## src/ppp_pkg.sv

```systemverilog
// constants and types shared by the parallel programming port controller
package ppp_pkg;
    localparam logic [1:0] ACT_ADDR = 2'h0;
    localparam logic [1:0] ACT_DATA = 2'h1;
    localparam logic [1:0] ACT_CMD = 2'h2;
    localparam logic [1:0] ACT_IDLE = 2'h3;
    localparam logic [7:0] CMD_NOP = 8'h00;
    localparam logic [7:0] CMD_WR_FUSE = 8'h40;
    localparam logic [7:0] CMD_WR_LOCK = 8'h20;
    localparam logic [7:0] CMD_WR_FLASH = 8'h10;
    localparam logic [7:0] CMD_WR_EEPROM = 8'h11;
    localparam logic [7:0] CMD_RD_SIG = 8'h08;
    localparam logic [7:0] CMD_RD_FUSE = 8'h04;
    localparam logic [7:0] CMD_RD_FLASH = 8'h02;
    localparam logic [7:0] CMD_RD_EEPROM = 8'h03;
    // pin phase length: 200 ns per step, two cycles at 10 MHz
    localparam int CLK_NS = 100;
    localparam int PHASE_NS = 200;
    localparam logic [3:0] PHASE_CYC = 4'((PHASE_NS + CLK_NS - 1) / CLK_NS);
    localparam logic [3:0] PHASE_RST = 4'h0;
    // user operation codes
    typedef enum logic [3:0] {
        PPP_OP_LOAD = 4'h0, // one load strobe: act/bsel/data given
        PPP_OP_LATCH = 4'h1, // page latch strobe
        PPP_OP_WRITE = 4'h2, // write strobe then wait ready
        PPP_OP_READ = 4'h3 // release bus, output enable, sample
    } ppp_op_t;
endpackage

```

## src/ppp_step_if.sv

```systemverilog
// interface between the sequencer and the phase timer
interface ppp_step_if;
    logic start;
    logic done;
    modport seq (output start, input done);
    modport tmr (input start, output done);
endinterface

```

## src/ppp_ctrl.sv

```systemverilog
// host controller for the high-voltage parallel programming port
// Function
// - address high: act addr, bsel one, strobe
// - write pulse low, wait ready high
// - flash page sequence repeated by user ops
// - nop command ends page programming
// - eeprom page: command, addresses, data, latch
// - eeprom commit: bsel zero, write pulse
// - flash read: low then high byte
// - eeprom read with bsel zero
// - fuse low: command, data, write, wait
// - fuse high: primary one, secondary zero
// - extended fuse: primary zero, secondary one
// - lock bits: command, data, write, wait
// - action bits choose address, data, command, idle
module ppp_ctrl
    import ppp_pkg::*;
(
    input wire logic clk_in, // 10 MHz clock
    input wire logic resetn_in, // sync reset, active low
    input wire logic req_valid_in, // operation request
    output logic req_ready_out, // controller idle
    input wire logic [3:0] req_op_in, // ppp_op_t code
    input wire logic [1:0] req_act_in, // action select for loads
    input wire logic req_bsel_p_in, // primary byte select
    input wire logic req_bsel_s_in, // secondary byte select
    input wire logic [7:0] req_data_in, // byte to load
    output logic done_out, // operation finished, pulse
    output logic [7:0] rd_data_out, // last byte read
    output logic action_select_hi_out, // action bit 1 pin
    output logic action_select_lo_out, // action bit 0 pin
    output logic byte_select_primary_out, // primary byte select pin
    output logic byte_select_secondary_out, // secondary byte select pin
    output logic load_strobe_out, // load strobe pin, pulse high
    output logic page_latch_strobe_out, // page latch pin, pulse high
    output logic write_n_out, // write strobe pin, active low
    output logic oe_n_out, // output enable pin, active low
    output logic [7:0] data_out, // data bus drive value
    output logic data_oe_out, // high while we drive the bus
    input wire logic [7:0] data_in, // data bus level
    input wire logic ready_busy_flag_in // device ready pin
);
    typedef enum logic [6:0] {
        ST_IDLE = 7'h01,
        ST_SETUP = 7'h02,
        ST_PULSE = 7'h04,
        ST_HOLD = 7'h08,
        ST_BUSY = 7'h10,
        ST_WAIT = 7'h20,
        ST_DONE = 7'h40
    } ppp_state_t;

    ppp_state_t state_reg;
    ppp_state_t state_next;
    ppp_op_t op_reg;
    logic [1:0] act_reg;
    logic bsp_reg;
    logic bss_reg;
    logic [7:0] dat_reg;
    logic [7:0] rd_reg;
    logic [1:0] rdy_sync_reg;
    logic [7:0] din_s1_reg;
    logic [7:0] din_s2_reg;
    logic done_reg;
    logic start;
    logic rdy;
    ppp_step_if step ();

    ppp_timer u_timer (
        .clk_in(clk_in),
        .resetn_in(resetn_in),
        .step(step)
    );

    ////////////////////////////////////////////////////////////////////
    // pin synchronisers
    always_ff @(posedge clk_in) begin
        if (!resetn_in) begin
            rdy_sync_reg <= 2'h0;
            din_s1_reg <= 8'h00;
            din_s2_reg <= 8'h00;
        end else begin
            rdy_sync_reg <= {rdy_sync_reg[0], ready_busy_flag_in};
            din_s1_reg <= data_in;
            din_s2_reg <= din_s1_reg;
        end
    end
    assign rdy = rdy_sync_reg[1];

    ////////////////////////////////////////////////////////////////////
    // request capture
    // one page step per request
    always_ff @(posedge clk_in) begin
        if (!resetn_in) begin
            op_reg <= PPP_OP_LOAD;
            act_reg <= ACT_IDLE;
            bsp_reg <= 1'b0;
            bss_reg <= 1'b0;
            dat_reg <= 8'h00;
        end else if (state_reg == ST_IDLE && req_valid_in) begin
            op_reg <= ppp_op_t'(req_op_in);
            act_reg <= req_act_in;
            bsp_reg <= req_bsel_p_in;
            bss_reg <= req_bsel_s_in;
            dat_reg <= req_data_in;
        end
    end

    ////////////////////////////////////////////////////////////////////
    // sequencer: setup, pulse, hold, each one timer phase
    always_comb begin
        state_next = state_reg;
        start = 1'b0;
        case (state_reg)
            ST_IDLE: begin
                if (req_valid_in) begin
                    state_next = ST_SETUP;
                    start = 1'b1;
                end
            end
            ST_SETUP: begin
                if (step.done) begin
                    state_next = ST_PULSE;
                    start = 1'b1;
                end
            end
            ST_PULSE: begin
                if (step.done) begin
                    state_next = ST_HOLD;
                    start = 1'b1;
                end
            end
            ST_HOLD: begin
                if (step.done) begin
                    if (op_reg == PPP_OP_WRITE) begin
                        state_next = ST_BUSY;
                    end else begin
                        state_next = ST_DONE;
                    end
                end
            end
            ST_BUSY: begin
                if (!rdy) begin
                    state_next = ST_WAIT;
                end
            end
            ST_WAIT: begin
                if (rdy) begin
                    state_next = ST_DONE;
                end
            end
            ST_DONE: begin
                state_next = ST_IDLE;
            end
            default: begin
                state_next = ST_IDLE;
            end
        endcase
    end
    assign step.start = start;

    always_ff @(posedge clk_in) begin
        if (!resetn_in) begin
            state_reg <= ST_IDLE;
        end else begin
            state_reg <= state_next;
        end
    end

    ////////////////////////////////////////////////////////////////////
    // read sample and completion
    // read sample
    // the bus arrives two edges late through the synchroniser, so the byte taken
    // at the end of hold is the one seen at the last edge with output enable low
    always_ff @(posedge clk_in) begin
        if (!resetn_in) begin
            rd_reg <= 8'h00;
        end else if (state_reg == ST_HOLD && step.done && op_reg == PPP_OP_READ) begin
            rd_reg <= din_s2_reg;
        end
    end

    always_ff @(posedge clk_in) begin
        if (!resetn_in) begin
            done_reg <= 1'b0;
        end else begin
            done_reg <= (state_reg == ST_DONE);
        end
    end

    ////////////////////////////////////////////////////////////////////
    // pin drive
    logic active;
    logic pulse;
    assign active = (state_reg != ST_IDLE) && (state_reg != ST_DONE);
    assign pulse = (state_reg == ST_PULSE);
    // action bits idle when not loading
    assign action_select_hi_out = (active && op_reg == PPP_OP_LOAD) ? act_reg[1] : 1'b1;
    assign action_select_lo_out = (active && op_reg == PPP_OP_LOAD) ? act_reg[0] : 1'b1;
    // selects held through the operation, zero afterwards
    assign byte_select_primary_out = active ? bsp_reg : 1'b0;
    assign byte_select_secondary_out = active ? bss_reg : 1'b0;
    assign load_strobe_out = pulse && (op_reg == PPP_OP_LOAD);
    assign page_latch_strobe_out = pulse && (op_reg == PPP_OP_LATCH);
    assign write_n_out = !(pulse && (op_reg == PPP_OP_WRITE));
    // bus released in setup, enable only in pulse, drive again after hold
    assign oe_n_out = !(pulse && (op_reg == PPP_OP_READ));
    assign data_oe_out = !(active && op_reg == PPP_OP_READ);
    assign data_out = dat_reg;
    assign req_ready_out = (state_reg == ST_IDLE);
    assign done_out = done_reg;
    assign rd_data_out = rd_reg;

    ////////////////////////////////////////////////////////////////////
    // checks
    // bus released while enabled
    AST_BUS_RELEASE: assert property (@(posedge clk_in) disable iff (!resetn_in)
        !oe_n_out |-> !data_oe_out) else $error("bus driven during output enable");
    AST_RELEASE_FIRST: assert property (@(posedge clk_in) disable iff (!resetn_in)
        $fell(oe_n_out) |-> $past(!data_oe_out)) else $error("enable before release");
    AST_LOAD_ACT: assert property (@(posedge clk_in) disable iff (!resetn_in)
        load_strobe_out |-> {action_select_hi_out, action_select_lo_out} == act_reg)
        else $error("load strobe with wrong action");
    AST_WR_WIDTH: assert property (@(posedge clk_in) disable iff (!resetn_in)
        $fell(write_n_out) |-> !write_n_out[*2] ##1 write_n_out)
        else $error("write pulse width wrong");
    AST_WAIT_RDY: assert property (@(posedge clk_in) disable iff (!resetn_in)
        (state_reg == ST_WAIT && !rdy) |=> state_reg != ST_DONE)
        else $error("finished while busy");
    AST_STROBE_EXCL: assert property (@(posedge clk_in) disable iff (!resetn_in)
        !(load_strobe_out && (page_latch_strobe_out || !write_n_out)))
        else $error("two strobes at once");
    AST_SEL_STABLE: assert property (@(posedge clk_in) disable iff (!resetn_in)
        !write_n_out |-> $stable(byte_select_primary_out) && $stable(byte_select_secondary_out))
        else $error("select moved during write");
    // selects return to zero after operation
    AST_SEL_ZERO: assert property (@(posedge clk_in) disable iff (!resetn_in)
        done_out |-> !byte_select_primary_out && !byte_select_secondary_out)
        else $error("select not returned to zero");
    // done follows finish one cycle later
    AST_DONE_PULSE: assert property (@(posedge clk_in) disable iff (!resetn_in)
        (state_reg == ST_DONE) |=> done_out ##1 !done_out) else $error("done pulse wrong");
endmodule

```

## src/ppp_timer.sv

```systemverilog
// phase timer: counts one pin phase after each start
module ppp_timer
    import ppp_pkg::*;
(
    input wire logic clk_in, // 10 MHz clock
    input wire logic resetn_in, // sync reset, active low
    ppp_step_if.tmr step // start/done handshake
);
    logic [3:0] cnt_reg;
    logic run_reg;
    always_ff @(posedge clk_in) begin
        if (!resetn_in) begin
            cnt_reg <= PHASE_RST;
            run_reg <= 1'b0;
        end else if (step.start) begin
            cnt_reg <= PHASE_CYC - 4'h1;
            run_reg <= 1'b1;
        end else if (run_reg) begin
            if (cnt_reg == 4'h0) begin
                run_reg <= 1'b0;
            end else begin
                cnt_reg <= cnt_reg - 4'h1;
            end
        end
    end
    assign step.done = run_reg && (cnt_reg == 4'h0);
endmodule
```

## config.mk

```make
export PLATFORM = sky130hd
export DESIGN_NAME = ppp_ctrl
export DESIGN_NICKNAME = d
export VERILOG_FILES = /design/src/ppp_pkg.sv /design/src/ppp_step_if.sv /design/src/ppp_ctrl.sv /design/src/ppp_timer.sv
export SDC_FILE = /design/constraint.sdc
export NUM_CORES = 1
export LEC_CHECK = 0
export BUFFER_PORTS_ARGS = -buffer_cell sky130_fd_sc_hd__buf_2
export CAP_MARGIN = 5
export CORE_AREA = 2 2 71 73
export CTS_BUF_LIST = sky130_fd_sc_hd__clkbuf_4 sky130_fd_sc_hd__clkbuf_8
export CTS_CLUSTER_SIZE = 40
export DETAILED_ROUTE_END_ITERATION = 10
export DIE_AREA = 0 0 73 75
export PLACE_DENSITY = 0.87
export SLEW_MARGIN = 20
export SYNTH_ARGS = -nofsm -noshare
export SYNTH_HDL_FRONTEND = slang
export SYNTH_SLANG_ARGS = --single-unit
```

## constraint.sdc

```tcl
create_clock -name clk_in -period 1.5 [get_ports clk_in]
set_input_delay 0.15 -clock clk_in [delete_from_list [all_inputs] [get_ports clk_in]]
set_output_delay 0.15 -clock clk_in [all_outputs]
set_load 0.005 [all_outputs]
```

# ---- Word-level counts from Yosys, hierarchy flattened
# Cells that the tools add are included.
dict set report classes {
  addsub 1
  n_mul 0
  div_mod_pow 0
  n_lt_le_gt_ge 0
  eq_ne 19
  shifts 0
  muxes 21
  bitwise_logic 2
  n_reduce_logical 22
}
# op count
set op_table {}
lappend op_table {{$mux 7} 7}
lappend op_table {{$pmux 7 s6} 1}
lappend op_table {{$ne 2x2->1 const B} 7}
lappend op_table {{$mux 1} 12}
lappend op_table {{$logic_and 1x1->1} 11}
lappend op_table {{$eq 4x2->1 const B} 2}
lappend op_table {{$logic_not 4->1} 2}
lappend op_table {{$eq 7x1->1 const B} 1}
lappend op_table {{$eq 7x2->1 const B} 1}
lappend op_table {{$eq 7x3->1 const B} 1}
lappend op_table {{$eq 7x4->1 const B} 1}
lappend op_table {{$eq 7x5->1 const B} 1}
lappend op_table {{$eq 7x6->1 const B} 1}
lappend op_table {{$eq 7x7->1 const B} 1}
lappend op_table {{$ne 7x1->1 const B} 1}
lappend op_table {{$ne 7x7->1 const B} 1}
lappend op_table {{$reduce_and 6->1} 1}
lappend op_table {{$eq 4x1->1 const B} 1}
lappend op_table {{$reduce_and 2->1} 2}
lappend op_table {{$reduce_or 2->1} 2}
lappend op_table {{$sub 4x1->4 const B} 1}
lappend op_table {{$logic_not 1->1} 3}
lappend op_table {{$not 1->1} 2}
lappend op_table {{$pmux 1 s2} 1}
lappend op_table {{$reduce_bool 2->1} 1}
dict set report word_totals {
  ff_bits 55
  latch_bits 0
  ramBits 0
  rom_bits 0
  out_inout_bits 27
  word_cells 79
  n_memories 0
}

# ---- Depth between registers and ports, before layout
dict set report depth {
  ltp_word 6
  depth_mapped 7
  depth_no_buf 6
}

# ---- Cells and area by module
# Synthesis repeated with hierarchy kept, for this count alone.
dict set report unflattened {
  hier_cells 240
  area_unflattened_um2 2326.0
}
# mod n_inst cells_each area_each_um2 seq_area_each_um2
set modules_own_cells {}
lappend modules_own_cells {ppp_ctrl 1 214 2082.0 1001.0}
lappend modules_own_cells {ppp_timer 1 26 244.0 100.1}

# ---- Least setup slack after synthesis
# OpenSTA, ideal clock, no wires.
dict set report synth_path {
  path_type {register to output}
  startpoint {reg state_reg[4]}
  endpoint {out load_strobe_out}
  t_arrival_ns 1.554
  required_time_ns 1.350
  path_slack_ns -0.204
  stages_incl_launch_ff 6
  path_cell_list {dfxtp_1 > buf_2 > or4_4 > nor4b_4 > nand2_1 > nor3_1}
}
dict set report synth_between {
  elab_chain_cells 2
}
# item line
set synth_lines {}
lappend synth_lines {{start: declaration} ppp_ctrl.sv:53} ;# ppp_state_t state_reg;
lappend synth_lines {{start signal: assignment} ppp_ctrl.sv:166} ;# state_reg <= state_next;
lappend synth_lines {{$eq 7x3->1} ppp_ctrl.sv:196} ;# assign pulse = (state_reg == ST_PULSE);
lappend synth_lines {{$logic_and 1x1->1} ppp_ctrl.sv:203} ;# assign load_strobe_out = pulse && (op_reg == PPP_OP_LOAD);
lappend synth_lines {{end: declaration} ppp_ctrl.sv:34} ;# output logic load_strobe_out,
# Every way passes these cells.

# ---- Worst setup path after layout
dict set report layout_path {
  startpoint {reg state_reg[0]}
  endpoint {out page_latch_strobe_out}
}
dict set report layout_between {
  elab_chain_cells 2
}
# item line
set layout_lines {}
lappend layout_lines {{$eq 7x3->1} ppp_ctrl.sv:196}
lappend layout_lines {{$logic_and 1x1->1} ppp_ctrl.sv:204} ;# assign page_latch_strobe_out = pulse && (op_reg == PPP_OP_LATCH);
lappend layout_lines {{end: declaration} ppp_ctrl.sv:35} ;# output logic page_latch_strobe_out,
# Every way passes these cells.

==> results by group <==
Critical path
  • CP max-delay cell: or4_4
  • Worst setup SP type: register
  • Worst-path cell chain: or4_4 -> nor4b_4 -> nand2_1 -> nor3b_2 -> buf_2
  • Critical path class: reg -> out
  • Worst Path Required: 1.35 ns
  • CP Max Fanout: 5
  • Worst reg2reg setup slack: -0.46 ns
  • Crit-path max cell delay: 0.57 ns
  • CP arrival: 1.91 ns
  • FF-to-FF Start: state_reg[0]
  • CP endpoint kind: output port
  • Reg2Reg Depth: 6
  • Reg-to-Reg End: state_reg[6]

Logic synthesis
  • EDFF count, synth: 0
  • Post-Syn Nets: 255
  • Sequential share of the synthesized area: 48.0%
  • Yosys cell types: 48
  • Mapped Area: 0.00229 mm2
  • Count of state elements after synthesis: 55
  • Async S/R FF share, synth: 0%
  • Predominant post-synthesis flop cell: dfxtp_1
  • Ys Warns: 0
  • Avg Cell Area, Syn: 10.2 um2
  • Cell count after synthesis: 225

Pwr
  • Design Power: 0.00411 W
  • Peak supply drop: 909 uV
  • Static Leak: 1.51 nW
  • Pwr dens: 1320 mW/mm2

Placement
  • Placed inst area: 0.00277 mm2
  • Pre-CTS setup slack: -0.336 ns
  • PortBufs: 54
  • Final HPWL DP: 3680 um
  • Final Wtd Congestion: 0.905

Final layout
  • Fill cell count: 331
  • Final instance area: 0.00312 mm2
  • Share of cells above drive strength 1: 43.0%
  • Register Area: 0.00112 mm2
  • Synth-to-Final Area Change: 36.2%
  • N_diodes: 0
  • Multi-input gate area: 0.00121 mm2
  • Nets: 339

Floorplanning
  • Chip width: 73 um
  • Row count: 25
  • I/O pins: 55
  • Die ar.: 0.00548 mm2
  • CORE AREA: 0.00466 mm2
  • Initial Utilization: 49.2%
  • Height of the die: 75 um

STA
  • Worst Tran Pin Value: 0.373 ns
  • Endpoints failing setup: 30
  • Final WS setup: -0.559 ns
  • Max Transition Viols Final: 0
  • Min Hold Slack: 0.0489 ns
  • RSZ-0062 raised after global routing: yes
  • Fmax: 486 MHz
  • Total negative slack: -7.70 ns
  • Hold Violations, Final: 0
  • Clk_skew: 0.00884 ns
  • Final period util: 137%
  • Crit path time final: 2.06 ns
  • Slew headroom: 74.9%

Detailed routing
  • Drt wl/cell: 15.6 um
  • Via density: 5.34
  • Drt initial violations: 140
  • DRC viols: 0
  • WL final: 5650 um
  • Number of routed nets with antenna violations: 0
  • Total number of vias: 1,938
  • DRT Pass-1 Iters: 4

GRT
  • Met1 usage: 22.2%
  • First-pass GRT wire length: 8110 um
  • GR peak layer: met2
  • Met2 usage: 34.3%
  • Met3 GRT Util: 5.62%
  • Initial antenna violation count: 0
  • Pin count of the biggest net entering global routing: 25
  • Number of global-route vias before repair: 1,771
  • Gr usage total: 19.4%
  • GRT Residual Overflow: 0

Status
  • Status: complete, but fails checks
  • Failing checks: setup timing

Clocking
  • H-tree levels: 2
  • CTS Buf Count: 5
  • Clock edge transition at the registers on the reported setup and hold paths: 0.09 ns
  • CTS Buffer Depth: 2
  • TritonCTS clock tree: built
  • Worst-Skew Late Latency: 0.30 ns
  • CTS Root Cell: clkbuf_8
  • Clock tree sinks: 55

Job
  • Max-cap viol count: 0

Hold path
  • Hold Startpoint: data_in[4]
  • Hold endpoint: din_s1_reg[4]
  • WHS Path Cells: 2
  • Hold Crit Class: in -> reg
[timing repair]
item / 4_1_cts / 5_1_grt
setup endpoints to repair: 46 / 45
setup buffers: 3 / 6
hold buffers: 0 / 0
pin swaps: 3 / 11
resized for setup: 13 / 28
gates cloned: 0 / 1
[per-layer routing]
| metal | vias to the layer above | routed length, um |
|---|---|---|
| li1 | 939 | - |
| met1 | 916 | 2230 |
| met2 | 65 | 2890 |
| met3 | 18 | 314 |
| met4 | 0 | 215 |
| met5 | - | 0 |
[synthesized netlist by cell type, types with 2 or more instances]
cell / instances / share of area, %
a21oi_1: 6 / 1.3
and2_1: 20 / 5.5
and3_1: 4 / 1.1
buf_2: 7 / 1.5
clkbuf_1: 5 / 0.82
dfxtp_1: 55 / 48
ha_1: 2 / 1.1
inv_1: 4 / 0.65
mux2i_1: 28 / 12
nand2_1: 18 / 2.9
nand3_1: 2 / 0.44
nand4_1: 2 / 0.55
nand4b_1: 2 / 0.76
nor2_1: 28 / 4.6
nor3_1: 4 / 0.87
o21ai_0: 2 / 0.44
or4b_1: 2 / 0.87
xnor2_1: 4 / 1.5
[cell usage in the layout (no fill, tap or decap), types with 3 or more instances in the layout]
master	netlist	routed
a21oi_1	6	6
and2_1	20	20
buf_2	7	53
buf_4	0	26
buf_6	1	9
clkbuf_8	0	5
dfxtp_1	55	49
dfxtp_2	0	3
dfxtp_4	0	3
inv_1	4	3
mux2i_1	28	27
nand2_1	18	15
nor2_1	28	27
nor3_1	4	3
or4b_4	1	3
xnor2_1	4	4
[how the worst max path moves through the flow]
stage | from | to | slack, ns | cells past startpoint
final | state_reg[0] | page_latch_strobe_out | -0.56 | 5
after CTS | state_reg[0] | page_latch_strobe_out | -0.53 | 5
after detailed placement | state_reg[0] | state_reg[6] | -0.34 | 4
after global placement | state_reg[0] | action_select_lo_out | -0.27 | 4
after global routing | state_reg[0] | page_latch_strobe_out | -0.64 | 5
after floorplan | state_reg[0] | state_reg[6] | -0.17 | 5
[per-stage QoR]
step	utilization (%)	instances
2_1_floorplan	-	225
3_3_place_gp	59.5	346
3_5_place_dp	59.5	346
4_1_cts	63.2	356
5_1_grt	67.0	363
6_report	67.0	363
[report_power, final]
part / internal (W) / switching (W) / total (W)
Sequential: 0.00160 / 0.0000901 / 0.00169
Clock: 0.000488 / 0.000470 / 0.000958
Combinational: 0.000804 / 0.000664 / 0.00147
[logic make-up (layout without fill, tap and decap cells)]
| kind of cell | count (synthesis) | after routing | share of synthesized area (%) |
|---|---|---|---|
| xor gates and xnor gates | 5 | 5 | 1.91 |
| AOI/OAI and AO/OA | 15 | 15 | 5.56 |
| buffers and inverters | 17 | 101 | 3.49 |
| and+or+nand+nor | 103 | 103 | 27.7 |
| adders and majority gates | 2 | 2 | 1.09 |
| muxes | 28 | 28 | 12.2 |
| DFF | 55 | 55 | 48.0 |
[critical path: cells and delay by family (launching register included)]
kind                   cells  cell delay [ns]
AND/OR/NAND/NOR            4             1.10
buffers and inverters      1             0.14
flip-flops                 1             0.37
[cell type report]
class | count | share of cell area, %
Multi-Input combinational cell | 153 | 38.8
Sequential cell | 55 | 35.7
Timing Repair Buffer | 90 | 19.4
Clock buffer | 5 | 2.20
Tap cell | 54 | 2.16
Clock inverter | 2 | 1.20
Inverter | 4 | 0.481
Note: power is estimated with default switching activity, not from simulation.
